--- src/bsc_pkg.sv ---
// constants, types and reset values for the bus sizing and chip select block
// What this block does
// - even byte uses low lane and D[7:0]; odd byte uses upper lane, D[15:8]
// - even word with 16-bit memory is one cycle; even long is two word cycles
// - each following cycle of a transfer increments A[23:1], except the A0-high byte of a split word
// - odd byte read with 8-bit memory takes data from D[7:0]
// - odd byte write drives both lanes and ignores the size answer
// - even word to 8-bit memory takes low byte, then lower-lane byte with A0 high
// - odd multi-byte transfer starts with upper-lane byte, ends lower-lane byte
// - opcode fetch marker is low in every instruction fetch cycle
// - no periodic dummy I/O cycles imitating fetches are generated
// - I/O clock is divided bus clock; I/O strobes are driven out
// - two I/O selects match programmed base over 8 to 1024 byte windows
// - I/O selects work in memory and I/O cycles, never in acknowledge cycles
// - ROM and RAM selects cover 4KB to 16MB ranges in memory and I/O cycles
// - ROM and RAM waits programmed apart, applied in memory cycles only
// - size line optionally pulled low open-drain inside ROM or RAM range
// - forced byte RAM: low RAM select whole cycle, high pin becomes port bit
// - word RAM: low select gated by lower lane, high select by upper lane
// - high RAM select pin is port bit seven when mode bit 6 is one
// - I/O select pins carry selects when enabled, else port bit or timer
// - overlapping ranges assert only ROM select, RAM selects stay inactive
// - after reset ROM covers A[23:15]=0, RAM the rest, both forced byte wide
package bsc_pkg;

    // transfer sizes requested by software
    localparam logic [1:0] SIZE_8       = 2'h0;
    localparam logic [1:0] SIZE_16      = 2'h1;
    localparam logic [1:0] SIZE_32      = 2'h2;

    // cycles between address phase and data sample, covers the input synchroniser
    localparam int         SETTLE_CYCLES = 2;

    // reset map: ROM over A[23:15] equal to zero, RAM everywhere else
    localparam logic [11:0] ROM_BASE_RST = 12'h000;
    localparam logic [11:0] ROM_MASK_RST = 12'hff8;
    localparam logic [11:0] RAM_BASE_RST = 12'h000;
    localparam logic [11:0] RAM_MASK_RST = 12'h000;
    localparam logic        FORCE8_RST   = 1'h1;
    localparam logic [3:0]  WAITS_RST    = 4'h3;
    localparam logic [3:0]  IO_DIV_RST   = 4'h1;
    localparam logic [12:0] IO_BASE_RST  = 13'h0000;
    localparam logic [2:0]  IO_WIN_RST   = 3'h0;

    typedef enum logic [1:0] {
        KIND_MEM    = 2'h0,
        KIND_IO     = 2'h1,
        KIND_INTERRUPT_ACKNOWLEDGE_CYCLE = 2'h2
    } bsc_kind_t;

    typedef enum logic [4:0] {
        ST_IDLE   = 5'b00001,
        ST_ADDR   = 5'b00010,
        ST_SETTLE = 5'b00100,
        ST_WAITS  = 5'b01000,
        ST_SAMPLE = 5'b10000
    } bsc_state_t;

    // configuration image, loaded as a whole
    typedef struct packed {
        logic [11:0] rom_base;     // A[23:12]
        logic [11:0] rom_mask;     // ones mark compared bits
        logic [11:0] ram_base;
        logic [11:0] ram_mask;
        logic        rom_force8;
        logic        ram_force8;
        logic [3:0]  rom_waits;
        logic [3:0]  ram_waits;
        logic [3:0]  io_waits;
        logic [3:0]  io_clk_div;
        logic        port_c_mode;  // mode bit 6
        logic        io1_en;
        logic [12:0] io1_base;     // A[15:3]
        logic [2:0]  io1_win;      // window is 8 << win bytes
        logic        io2_en;
        logic [12:0] io2_base;
        logic [2:0]  io2_win;
    } bsc_cfg_t;

    typedef struct packed {
        logic        write;
        logic [1:0]  size;
        logic [23:0] addr;
        logic [31:0] wdata;
        bsc_kind_t   kind;
        logic        fetch;
    } bsc_req_t;

endpackage

--- src/bsc_bus_sizer.sv ---
// bus sizing sequencer, chip select decode and I/O strobe generation
`timescale 1ns/1ps
`default_nettype none

module bsc_bus_sizer
    import bsc_pkg::*;
(
    input  wire logic      ref_clk,
    input  wire logic      rst,
    input  wire logic      cfg_load,
    input  wire bsc_cfg_t  cfg_in,
    input  wire logic      req_valid,
    input  wire bsc_req_t  req,
    output logic           req_ready,
    output logic           resp_done,
    output logic [31:0]    resp_rdata,
    output logic [23:0]    address,
    output logic [15:0]    data_out,
    output logic           data_oe,
    input  wire logic [15:0] data_in,
    output logic           mem_cycle_n,
    output logic           mem_write_n,
    output logic           upper_lane_enable_n,
    output logic           lower_lane_enable_n,
    input  wire logic      mem_size_8bit_n,
    output logic           mem_size_8bit_oe,
    output logic           opcode_fetch_cycle_n,
    output logic           io_request_n,
    output logic           io_read_strobe_n,
    output logic           io_write_strobe_n,
    output logic           io_bus_clock,
    output logic           rom_select_n,
    output logic           ram_select_low_n,
    output logic           ram_high_pin,
    output logic           io_one_pin,
    output logic           io_two_pin,
    input  wire logic      port_c_bit_seven,
    input  wire logic      port_c_bit_six,
    input  wire logic      timer_one_pulse_out
);

    // ************************************************************
    // helper functions
    // ************************************************************

    // byte count of a requested size
    function automatic logic [2:0] size_bytes(input logic [1:0] sz);
        logic [2:0] n;
        n = 3'h1;
        if (sz == SIZE_16) begin
            n = 3'h2;
        end else if (sz == SIZE_32) begin
            n = 3'h4;
        end
        return n;
    endfunction

    // memory range match on A[23:12], 4KB granularity
    function automatic logic mem_hit(input logic [23:0] a, input logic [11:0] base,
                                     input logic [11:0] mask);
        return (((a[23:12] ^ base) & mask) == 12'h000);
    endfunction

    // I/O window match on A[15:3+win]
    function automatic logic io_hit(input logic [23:0] a, input logic [12:0] base,
                                    input logic [2:0] win);
        logic [12:0] m;
        m = 13'h1fff << win;
        return (((a[15:3] ^ base) & m) == 13'h0000);
    endfunction

    // pick byte k of a 32-bit word
    function automatic logic [7:0] pick_byte(input logic [31:0] w, input logic [1:0] k);
        return w[{k, 3'h0} +: 8];
    endfunction

    // ************************************************************
    // configuration image
    // ************************************************************

    bsc_cfg_t cfg;
    bsc_cfg_t next_cfg;

    // whole image replaced on load, held otherwise
    always_comb begin
        next_cfg = cfg;
        if (cfg_load) begin
            next_cfg = cfg_in;
        end
    end

    always_ff @(posedge ref_clk or posedge rst) begin
        if (rst) begin
            cfg.rom_base    <= ROM_BASE_RST;
            cfg.rom_mask    <= ROM_MASK_RST;
            cfg.ram_base    <= RAM_BASE_RST;
            cfg.ram_mask    <= RAM_MASK_RST;
            cfg.rom_force8  <= FORCE8_RST;
            cfg.ram_force8  <= FORCE8_RST;
            cfg.rom_waits   <= WAITS_RST;
            cfg.ram_waits   <= WAITS_RST;
            cfg.io_waits    <= WAITS_RST;
            cfg.io_clk_div  <= IO_DIV_RST;
            cfg.port_c_mode <= 1'h0;
            cfg.io1_en      <= 1'h0;
            cfg.io1_base    <= IO_BASE_RST;
            cfg.io1_win     <= IO_WIN_RST;
            cfg.io2_en      <= 1'h0;
            cfg.io2_base    <= IO_BASE_RST;
            cfg.io2_win     <= IO_WIN_RST;
        end else begin
            cfg <= next_cfg;
        end
    end

    // ************************************************************
    // pin input synchronisers
    // ************************************************************

    logic [16:0] sync_a;
    logic [16:0] sync_b;

    // first stage feeds only the second stage
    always_ff @(posedge ref_clk or posedge rst) begin
        if (rst) begin
            sync_a <= 17'h1ffff;
            sync_b <= 17'h1ffff;
        end else begin
            sync_a <= {mem_size_8bit_n, data_in};
            sync_b <= sync_a;
        end
    end

    logic        size8_seen;
    logic [15:0] data_seen;
    assign size8_seen = ~sync_b[16];
    assign data_seen  = sync_b[15:0];

    // ************************************************************
    // sequencer
    // ************************************************************

    bsc_state_t  state;
    bsc_state_t  next_state;
    bsc_req_t    cur;
    bsc_req_t    next_cur;
    logic [23:0] addr;
    logic [23:0] next_addr;
    logic [2:0]  remain;
    logic [2:0]  next_remain;
    logic [1:0]  bidx;
    logic [1:0]  next_bidx;
    logic        split;
    logic        next_split;
    logic [3:0]  cnt;
    logic [3:0]  next_cnt;
    logic [31:0] rdata;
    logic [31:0] next_rdata;
    logic        done;
    logic        next_done;

    // shape of the current bus cycle
    logic        odd_byte;
    logic        word_cyc;
    logic [23:0] cyc_addr;
    logic        upper_on;
    logic        lower_on;
    logic        rom_hit;
    logic        ram_hit;
    logic [3:0]  wait_sel;
    logic [7:0]  wb0;
    logic [7:0]  wb1;

    always_comb begin
        odd_byte = addr[0] & ~split;
        word_cyc = ~addr[0] & ~split & (remain >= 3'h2);
        cyc_addr = {addr[23:1], addr[0] | split};
        upper_on = word_cyc | odd_byte;
        lower_on = ~odd_byte;
        rom_hit  = mem_hit(cyc_addr, cfg.rom_base, cfg.rom_mask);
        ram_hit  = mem_hit(cyc_addr, cfg.ram_base, cfg.ram_mask) & ~rom_hit;
        wb0      = pick_byte(cur.wdata, bidx);
        wb1      = pick_byte(cur.wdata, bidx + 2'h1);
        // waits per range for memory, one setting for all I/O traffic
        wait_sel = 4'h0;
        if (cur.kind == KIND_MEM) begin
            if (rom_hit) begin
                wait_sel = cfg.rom_waits;
            end else if (ram_hit) begin
                wait_sel = cfg.ram_waits;
            end
        end else begin
            wait_sel = cfg.io_waits;
        end
    end

    // cycles are only ever started by a request, no idle filler traffic
    always_comb begin
        next_state  = state;
        next_cur    = cur;
        next_addr   = addr;
        next_remain = remain;
        next_bidx   = bidx;
        next_split  = split;
        next_cnt    = cnt;
        next_rdata  = rdata;
        next_done   = 1'h0;
        case (state)
            ST_IDLE: begin
                if (req_valid && req_ready) begin
                    next_cur    = req;
                    next_addr   = req.addr;
                    next_remain = size_bytes(req.size);
                    next_bidx   = 2'h0;
                    next_split  = 1'h0;
                    next_rdata  = 32'h0000_0000;
                    next_state  = ST_ADDR;
                end
            end
            ST_ADDR: begin
                next_cnt   = 4'(SETTLE_CYCLES - 1);
                next_state = ST_SETTLE;
            end
            ST_SETTLE: begin
                if (cnt == 4'h0) begin
                    next_cnt   = wait_sel;
                    next_state = (wait_sel == 4'h0) ? ST_SAMPLE : ST_WAITS;
                end else begin
                    next_cnt = cnt - 4'h1;
                end
            end
            ST_WAITS: begin
                next_cnt = cnt - 4'h1;
                if (cnt == 4'h1) begin
                    next_state = ST_SAMPLE;
                end
            end
            ST_SAMPLE: begin
                if (word_cyc && !size8_seen) begin
                    // full word taken, step to next word address
                    next_rdata[{bidx, 3'h0} +: 16] = data_seen;
                    next_addr   = addr + 24'h2;
                    next_bidx   = bidx + 2'h2;
                    next_remain = remain - 3'h2;
                end else if (word_cyc) begin
                    // byte-wide memory answered, low byte only, same word again
                    next_rdata[{bidx, 3'h0} +: 8] = data_seen[7:0];
                    next_split  = 1'h1;
                    next_bidx   = bidx + 2'h1;
                    next_remain = remain - 3'h1;
                end else if (odd_byte) begin
                    // write side ignores the size answer altogether
                    next_rdata[{bidx, 3'h0} +: 8] = size8_seen ? data_seen[7:0]
                                                               : data_seen[15:8];
                    next_addr   = addr + 24'h1;
                    next_bidx   = bidx + 2'h1;
                    next_remain = remain - 3'h1;
                end else begin
                    // lower-lane byte: even byte or second half of a split word
                    next_rdata[{bidx, 3'h0} +: 8] = data_seen[7:0];
                    next_addr   = {addr[23:1], 1'h0} + 24'h2;
                    next_split  = 1'h0;
                    next_bidx   = bidx + 2'h1;
                    next_remain = remain - 3'h1;
                end
                if (next_remain == 3'h0) begin
                    next_done  = 1'h1;
                    next_state = ST_IDLE;
                end else begin
                    next_state = ST_ADDR;
                end
            end
            default: begin
                next_state = ST_IDLE;
            end
        endcase
    end

    always_ff @(posedge ref_clk or posedge rst) begin
        if (rst) begin
            state  <= ST_IDLE;
            cur    <= '0;
            addr   <= 24'h00_0000;
            remain <= 3'h0;
            bidx   <= 2'h0;
            split  <= 1'h0;
            cnt    <= 4'h0;
            rdata  <= 32'h0000_0000;
            done   <= 1'h0;
        end else begin
            state  <= next_state;
            cur    <= next_cur;
            addr   <= next_addr;
            remain <= next_remain;
            bidx   <= next_bidx;
            split  <= next_split;
            cnt    <= next_cnt;
            rdata  <= next_rdata;
            done   <= next_done;
        end
    end

    // ************************************************************
    // registered pin values
    // ************************************************************

    logic        in_cyc;
    logic        strobe_on;
    logic        sel_ok;
    logic        ram_low_c;
    logic        ram_high_c;
    logic        io1_c;
    logic        io2_c;
    logic [15:0] wdata_c;
    logic [3:0]  div_cnt;
    logic [3:0]  next_div_cnt;
    logic        next_io_clk;

    // strobes wait one clock after the address so it is stable first
    always_comb begin
        in_cyc     = (state != ST_IDLE);
        strobe_on  = in_cyc && (state != ST_ADDR);
        sel_ok     = in_cyc && (cur.kind != KIND_INTERRUPT_ACKNOWLEDGE_CYCLE);
        // forced byte RAM keeps the low select for the whole cycle
        ram_low_c  = sel_ok && ram_hit && (cfg.ram_force8 || lower_on);
        ram_high_c = sel_ok && ram_hit && !cfg.ram_force8 && upper_on;
        io1_c      = sel_ok && cfg.io1_en && io_hit(cyc_addr, cfg.io1_base, cfg.io1_win);
        io2_c      = sel_ok && cfg.io2_en && io_hit(cyc_addr, cfg.io2_base, cfg.io2_win);
        // odd byte goes on both lanes so either memory width catches it
        wdata_c    = word_cyc ? {wb1, wb0} : {wb0, wb0};
        // free-running divider, period is 2*(div+1) bus clocks
        next_div_cnt = div_cnt + 4'h1;
        next_io_clk  = io_bus_clock;
        if (div_cnt >= cfg.io_clk_div) begin
            next_div_cnt = 4'h0;
            next_io_clk  = ~io_bus_clock;
        end
    end

    always_ff @(posedge ref_clk or posedge rst) begin
        if (rst) begin
            req_ready            <= 1'h0;
            resp_done            <= 1'h0;
            resp_rdata           <= 32'h0000_0000;
            address              <= 24'h00_0000;
            data_out             <= 16'h0000;
            data_oe              <= 1'h0;
            mem_cycle_n          <= 1'h1;
            mem_write_n          <= 1'h1;
            upper_lane_enable_n  <= 1'h1;
            lower_lane_enable_n  <= 1'h1;
            mem_size_8bit_oe     <= 1'h0;
            opcode_fetch_cycle_n <= 1'h1;
            io_request_n         <= 1'h1;
            io_read_strobe_n     <= 1'h1;
            io_write_strobe_n    <= 1'h1;
            io_bus_clock         <= 1'h0;
            div_cnt              <= 4'h0;
            rom_select_n         <= 1'h1;
            ram_select_low_n     <= 1'h1;
            ram_high_pin         <= 1'h1;
            io_one_pin           <= 1'h1;
            io_two_pin           <= 1'h1;
        end else begin
            req_ready            <= (next_state == ST_IDLE);
            resp_done            <= done;
            resp_rdata           <= done ? rdata : resp_rdata;
            address              <= in_cyc ? cyc_addr : address;
            data_out             <= wdata_c;
            data_oe              <= in_cyc && cur.write;
            mem_cycle_n          <= ~(strobe_on && cur.kind == KIND_MEM);
            mem_write_n          <= ~(strobe_on && cur.kind == KIND_MEM && cur.write);
            upper_lane_enable_n  <= ~(in_cyc && upper_on);
            lower_lane_enable_n  <= ~(in_cyc && lower_on);
            // open-drain pull on the size line inside a forced range
            mem_size_8bit_oe     <= sel_ok && ((rom_hit && cfg.rom_force8) ||
                                               (ram_hit && cfg.ram_force8));
            opcode_fetch_cycle_n <= ~(strobe_on && cur.kind == KIND_MEM && cur.fetch);
            io_request_n         <= ~(strobe_on && cur.kind != KIND_MEM);
            io_read_strobe_n     <= ~(strobe_on && cur.kind == KIND_IO && !cur.write);
            io_write_strobe_n    <= ~(strobe_on && cur.kind == KIND_IO && cur.write);
            io_bus_clock         <= next_io_clk;
            div_cnt              <= next_div_cnt;
            rom_select_n         <= ~(sel_ok && rom_hit);
            ram_select_low_n     <= ~ram_low_c;
            // shared pins follow their mode every clock
            ram_high_pin         <= (cfg.port_c_mode || cfg.ram_force8) ? port_c_bit_seven
                                                                        : ~ram_high_c;
            io_one_pin           <= cfg.io1_en ? ~io1_c : port_c_bit_six;
            io_two_pin           <= cfg.io2_en ? ~io2_c : timer_one_pulse_out;
        end
    end

endmodule

`default_nettype wire

--- config.mk ---
export PLATFORM = sky130hd
export DESIGN_NAME = bsc_bus_sizer
export DESIGN_NICKNAME = d
export VERILOG_FILES = /design/src/bsc_pkg.sv /design/src/bsc_bus_sizer.sv
export SDC_FILE = /design/constraint.sdc
export NUM_CORES = 1
export LEC_CHECK = 0
export BUFFER_PORTS_ARGS = -buffer_cell sky130_fd_sc_hd__buf_4
export CORE_AREA = 2 2 172 157
export DETAILED_ROUTE_END_ITERATION = 10
export DIE_AREA = 0 0 174 159
export GPL_TIMING_DRIVEN = 1
export PLACE_DENSITY = 0.84
export SLEW_MARGIN = 0
export SYNTH_ARGS = -nofsm -noshare
export SYNTH_HDL_FRONTEND = slang
export SYNTH_SLANG_ARGS = --single-unit
--- constraint.sdc ---
create_clock -name ref_clk -period 21.4 [get_ports ref_clk]
set_input_delay 0 -clock ref_clk [delete_from_list [all_inputs] [get_ports ref_clk]]
set_output_delay 0 -clock ref_clk [all_outputs]
set_load 0.05 [all_outputs]
[Yosys cells after proc, flatten, opt, wreduce, memory -nomap -nowiden]
Cells that the tools add are included.
Cells by class
  reductions and logical operators: 46
  magnitude comparators: 2
  mux-type cells: 46
  equal/unequal tests: 17
  shift-type cells: 9
  $add $sub $neg: 10
  bitwise logic cells: 32
Operators with widths (number)
  32-bit two-way mux: 4
  32-bit bitwise mux: 3
  24-bit two-way mux: 4
  32-bit one-hot mux with 2 select lines: 1
  32-bit by 6-bit indexed part select with 8-bit output: 2
  8-bit by 7-bit indexed part select with 32-bit output: 2
  24-bit by 2-bit adder with 24-bit output (second input constant): 2
  24-bit one-hot mux with 2 select lines: 1
  16-bit by 7-bit variable shift with 32-bit output (first input constant): 1
  8-bit by 7-bit variable shift with 32-bit output (first input constant): 1
  16-bit by 7-bit indexed part select with 32-bit output: 1
  13-bit AND: 2
  1-bit logical AND: 26
  13-bit zero test: 2
  13-bit by 3-bit << shifter with 13-bit output (first input constant): 2
  13-bit XOR: 2
  5-bit one-hot mux with 5 select lines: 1
  24-bit by 1-bit adder with 24-bit output (second input constant): 1
  12-bit AND: 2
  12-bit zero test: 2
  12-bit XOR: 2
  4-bit two-way mux: 5
  5-bit two-way mux: 4
  1-bit inverter: 18
  42 further kinds: 71
Word-level totals
  bits of input ports: 187
  flip-flop bits (word level): 337
  output and inout bits: 90
  logic and storage cells: 215

[Longest topological paths before layout]
  depth in word-level cells: 13
  mapped depth: 11
  depth with buffers taken out: 9

[Worst setup path before layout]
No wires, ideal clock.
  path type: register to register
  from: register bidx[1]
  to: register data_out[10]
  buffers on the path: 3
  period minus slack after synthesis: 2.411 ns
  required time: 21.275 ns
  arrival time: 2.286 ns
  setup time: 0.125 ns
  cell stages (with the launch flop): 8
  setup slack: 18.989 ns
  path through: dfrtp_1 -> clkbuf_1 -> inv_1 -> ha_1 -> buf_2 -> buf_2 -> mux4_2 -> mux2_2
On the way
  longest elaborated chain between the ends: 3
  elaborated cells between the ends (all ways): 4
  those cells by class: add/sub: 1; shift: 2; mux: 1
Ends and longest elaborated chain
  from (decl): RTL line bsc_bus_sizer.sv:151  | logic [1:0] bidx;
  from (signal assigned): RTL line bsc_bus_sizer.sv:295  | bidx <= next_bidx;
  2-bit by 1-bit adder with 2-bit output: RTL line bsc_bus_sizer.sv:183  | wb1 = pick_byte(cur.wdata, bidx + 2'h1);
  32-bit by 6-bit indexed part select with 8-bit output: RTL line bsc_bus_sizer.sv:74  | return w[{k, 3'h0} +: 8];
  16-bit two-way mux *: RTL line bsc_bus_sizer.sv:330  | wdata_c = word_cyc ? {wb1, wb0} : {wb0, wb0};
  via wdata_c[10]: RTL line bsc_bus_sizer.sv:314  | logic [15:0] wdata_c;
  to (signal assigned): RTL line bsc_bus_sizer.sv:369  | data_out <= wdata_c;
  to (decl): RTL line bsc_bus_sizer.sv:18  | output logic [15:0] data_out,
The timed path passes the listed nets; every way through them passes the cells marked *.
A chain may end at the register's enable or synchronous reset.

[Worst setup path after layout]
  from: register bidx[0]
  to: register rdata[3]
On the way
  longest elaborated chain between the ends: 7
  elaborated cells between the ends (all ways): 13
  those cells by class: add/sub: 1; shift: 5; mux: 7
Ends and longest elaborated chain
  5-bit negator with 7-bit output *
  8-bit by 7-bit indexed part select with 32-bit output, or another cell as far along: RTL line bsc_bus_sizer.sv:247, bsc_bus_sizer.sv:260
  32-bit bitwise mux, on equally long branches: RTL line bsc_bus_sizer.sv:247, bsc_bus_sizer.sv:260, bsc_bus_sizer.sv:253
  32-bit two-way mux: RTL line bsc_bus_sizer.sv:251  | end else if (odd_byte) begin
  32-bit two-way mux: RTL line bsc_bus_sizer.sv:245  | end else if (word_cyc) begin
  32-bit two-way mux *: RTL line bsc_bus_sizer.sv:239  | if (word_cyc && !size8_seen) begin
  32-bit one-hot mux with 2 select lines *: RTL line bsc_bus_sizer.sv:208  | case (state)
  to (signal assigned): RTL line bsc_bus_sizer.sv:298  | rdata <= next_rdata;
  to (decl): RTL line bsc_bus_sizer.sv:157  | logic [31:0] rdata;
Every way passes the cells marked *; elsewhere a longest branch is shown, timed or not.

==> run_results.csv <==
group,metric,value,unit
run_status,status,"completed",
synthesis,synth_compound_area_share,11.11,%
layout,drive_gt1_share,34.66,%
critical_path,crit_fanout,33,
clock_network,cts.sinks,337,
layout,multi_input_area,6397,sq um
grt,grt_antenna_before_repair,5,
power_and_ir_drop,pwr-share-seq,38.9,%
synthesis,synth-xor-area-share,3.261,%
timing,fmax,281.0,MHz
synthesis,synth_seq_cells,337,
routing,routedWlPerCell,23.40,microns
synthesis,yosysTopAreaCell,"dfrtp_1",
power_and_ir_drop,vdd_ir_drop_max,0.00009900,V
synthesis,ys_seq_area_share,55.62,%
critical_path,r2r-start,"bidx[0]$_DFFE_PP0P_",
grt,grt_pass1_vias,13670,
synthesis,synthMuxAreaShare,15.24,%
critical_path,r2r-end,"rdata[3]$_DFFE_PP0P_",
layout,final_cells,2113,
timing,fin_ws,17840,ps
grt,globalRouteOverflowTotal,0,
critical_path,cp-start-kind,"register",
synthesis,syn_avg_cell_area,11.76,sq um
place,port_buffers,276,
power_and_ir_drop,swShare,39.12,%
power_and_ir_drop,switchingPower,950.4,uW
timing,worstMarginPinSlew,1246,ps
worst_hold_path,hp-start,"req_valid",
synthesis,synth_fa_ha_area_share,1.553,%
critical_path,crit_arrival,3970,ps
synthesis,synth_top_area_share,44.29,%
synthesis,synth-async-reset-ratio,100.0,%
layout,nNetsFinal,1942,
timing,setup_tns,0,ps
power_and_ir_drop,p_per_area,117.8,nW/um^2
synthesis,syn_area,15310,sq um
critical_path,critPathRequiredTime,21820,ps
clock_network,clk_latency,530,ps
routing,drt_iter0_markers,1388,
synthesis,synth-edff-count,0,
synthesis,syn_nets,1508,
place,gp_routability_congestion,0.9227,
routing,viasPerCell,6.113,
clock_network,htree_num_levels,2,
floorplanning,die_y,159,microns
timing,hold_violations,0,
floorplanning,start_util,59.38,%
power_and_ir_drop,power,2.429,mW
routing,vias,12920,
grt,grt_start_max_net_pins,98,
synthesis,synth_top_family_by_area,"multiplexers",
clock_network,cts_inserted_buffers,35,
timing,setup_viol,0,
timing,fin_crit_sh,16.63,%
synthesis,synthSimpleGateAreaFrac,10.57,%
place,dpl.hpwl,28240,microns
timing,slew_headroom,16.56,%
clock_network,cts_root_buffer,"clkbuf_16",
synthesis,synthCells,1302,
synthesis,yosysUniqueCellTypes,68,
floorplanning,ios,277,
worst_hold_path,hp-class,"primary input to register",
floorplanning,die_w,174,microns
grt,grt_usage,36.02,%
power_and_ir_drop,p_comb_share,35.1,%
synthesis,synth-main-ff-cell,"dfrtp_1",
clock_network,cts_tree,"built",
routing,totalWireLength,49440,microns
place,post-place-cells,1862,
timing,rsz0062_at_grt,"false",
job,max-cap-violations,0,
timing,slew_viol_final,0,
synthesis,synth_warnings,0,
floorplanning,rows,56,
clock_network,cts_buffer_depth,3,
critical_path,ff2ff_setup_slack,17840,ps
clock_network,clk_pin_slew,60,ps
critical_path,cp-end-kind,"register",
floorplanning,dieArea,27670,sq um
power_and_ir_drop,p_int,1.479,mW
critical_path,r2r_cells,6,
critical_path,crit_start,"bidx[0]$_DFFE_PP0P_",
routing,first_pass_iters,6,
floorplanning,core_area,25780,sq um
routing,drcViolationCount,0,
power_and_ir_drop,power.share.clock,26.0,%
synthesis,synth_area_leaders,"dfrtp_1, mux2_2, dfstp_2, nand2_1, mux4_2",
layout,area_growth_syn_to_layout,34.65,%
layout,seqCellArea,8516,sq um
routing,final_antenna_net_count,0,
power_and_ir_drop,p_leak,9.246,nW
synthesis,yosys-top-cells-count,"dfrtp_1, nand2_1, mux2_2, dfstp_2, nor2_1",
timing,post-route-min-period,3559,ps
layout,fillers,1397,
synthesis,yosysMostFrequentCell,"dfrtp_1",
grt,grt_first_pass_wirelength,77310,microns
place,dp_slack,17940,ps
critical_path,worstSetupPathType,"register to register",
timing,finClkSkew,38.43,ps
critical_path,crit_end,"rdata[3]$_DFFE_PP0P_",
-- worst max-delay path, cell delays in order (launching register included) --
cell and delay (ps):
dfrtp_1 320, buf_4 430, inv_1 210, ha_1 670
nor3b_2 1110, nand2_1 400, o221ai_1 320
-- timing repair --
| action | CTS | global route |
|---|---|---|
| gates resized for setup | 0 | 0 |
| buffers inserted | 0 | 0 |
| endpoints found under the hold margin | 268 | 0 |
| hold buffers | 185 | 0 |
-- metal layers --
| metal | global-route usage [%] | vias up | routed length, microns |
|---|---|---|---|
| met5 | 0 | - | 0 |
| met4 | 19.40 | 0 | 2883 |
| met3 | 7.450 | 207 | 4289 |
| met2 | 60.30 | 873 | 24550 |
| met1 | 44.15 | 6320 | 17720 |
| li1 | - | 5516 | - |
-- power groups by stage --
stage | sequential, mW | combinational (mW) | clock [mW]
final | 0.946 | 0.852 | 0.632
after global routing | 0.958 | 0.900 | 0.660
after CTS | 0.928 | 0.814 | 0.621
after detailed placement | 0.934 | 0.777 | 0
after global placement | 0.927 | 0.755 | 0
after floorplan | 1.03 | 0.438 | 0
-- sequential cells by signal, summed over array words and instances (netlist names), 2 cells and up --
name,flops
cfg,101
remain,3
state,5
addr,24
data_out,16
bidx,2
div_cnt,4
cur,36
address,24
sync_a,17
sync_b,17
resp_rdata,32
cnt,4
rdata,32
-- area by class of cell --
cell class              instances  share of cell area [%]
diodes                          5                 0.06069
clock buffers                  55                   5.401
clock inverters                 6                  0.3095
inverters                      21                  0.4188
multi-input cells             871                   31.03
flip-flops and latches        337                   41.31
well taps                     348                   2.112
repair buffers                470                   19.36
-- metrics by stage --
step	utilization (%)	cell area, sq um	hold slack, ps
4_1_cts	79.91	20600	70.98
6_report	79.95	20620	102.6
3_5_place_dp	68.16	17570	109.5
3_3_place_gp	68.16	17570	109.7
2_1_floorplan	-	15310	4.478
5_1_grt	79.95	20620	134.4
-- worst min-delay path by stage --
stage,end,cells after the start
after detailed placement,sync_a[3]$_DFF_PP1_,1
after global routing,cur[31]$_DFFE_PP0P_,5
final,bidx[1]$_DFFE_PP0P_,4
after CTS,bidx[1]$_DFFE_PP0P_,4
after floorplan,sync_a[0]$_DFF_PP1_,0
after global placement,sync_a[16]$_DFF_PP1_,1
-- cell families (layout without fill, tap and decap cells) --
logic type | count (synthesis) | count (layout)
buffers and inverters | 94 | 552
other | 0 | 5
multiplexers | 193 | 193
AO/OA/AOI/OAI | 247 | 247
AND/OR/NAND/NOR | 355 | 355
flip-flops | 337 | 337
XOR/XNOR | 57 | 57
adder cells (fa/ha/maj) | 19 | 19
-- layout by cell type (no fill, tap or decap), types with 3 or more instances in the layout --
cell type and n:
xor2_1 36, nand4_1 12, dlygate4sd3_1 185, buf_4 285
nand3b_1 4, a21oi_1 58, nor2_1 65, dfstp_2 66
a22oi_1 42, nor3_1 5, and2_1 10, inv_1 20
clkbuf_8 12, o31ai_1 5, mux2i_1 16, o221ai_1 18
a221o_1 16, nor4_1 4, nor2b_1 5, o21a_1 5
a22o_1 9, xnor2_1 21, a31oi_1 6, mux2_2 161
nand2_1 184, clkbuf_1 6, mux4_2 16, nor2_2 4
o21ai_0 42, and3_1 8, o22ai_1 13, dfrtp_1 271
nand3_1 18, diode_2 5, o21ai_1 5, nand2b_1 18
a21o_1 3, clkbuf_16 37, ha_1 19
No activity file was read; power rests on OpenSTA's default activity.
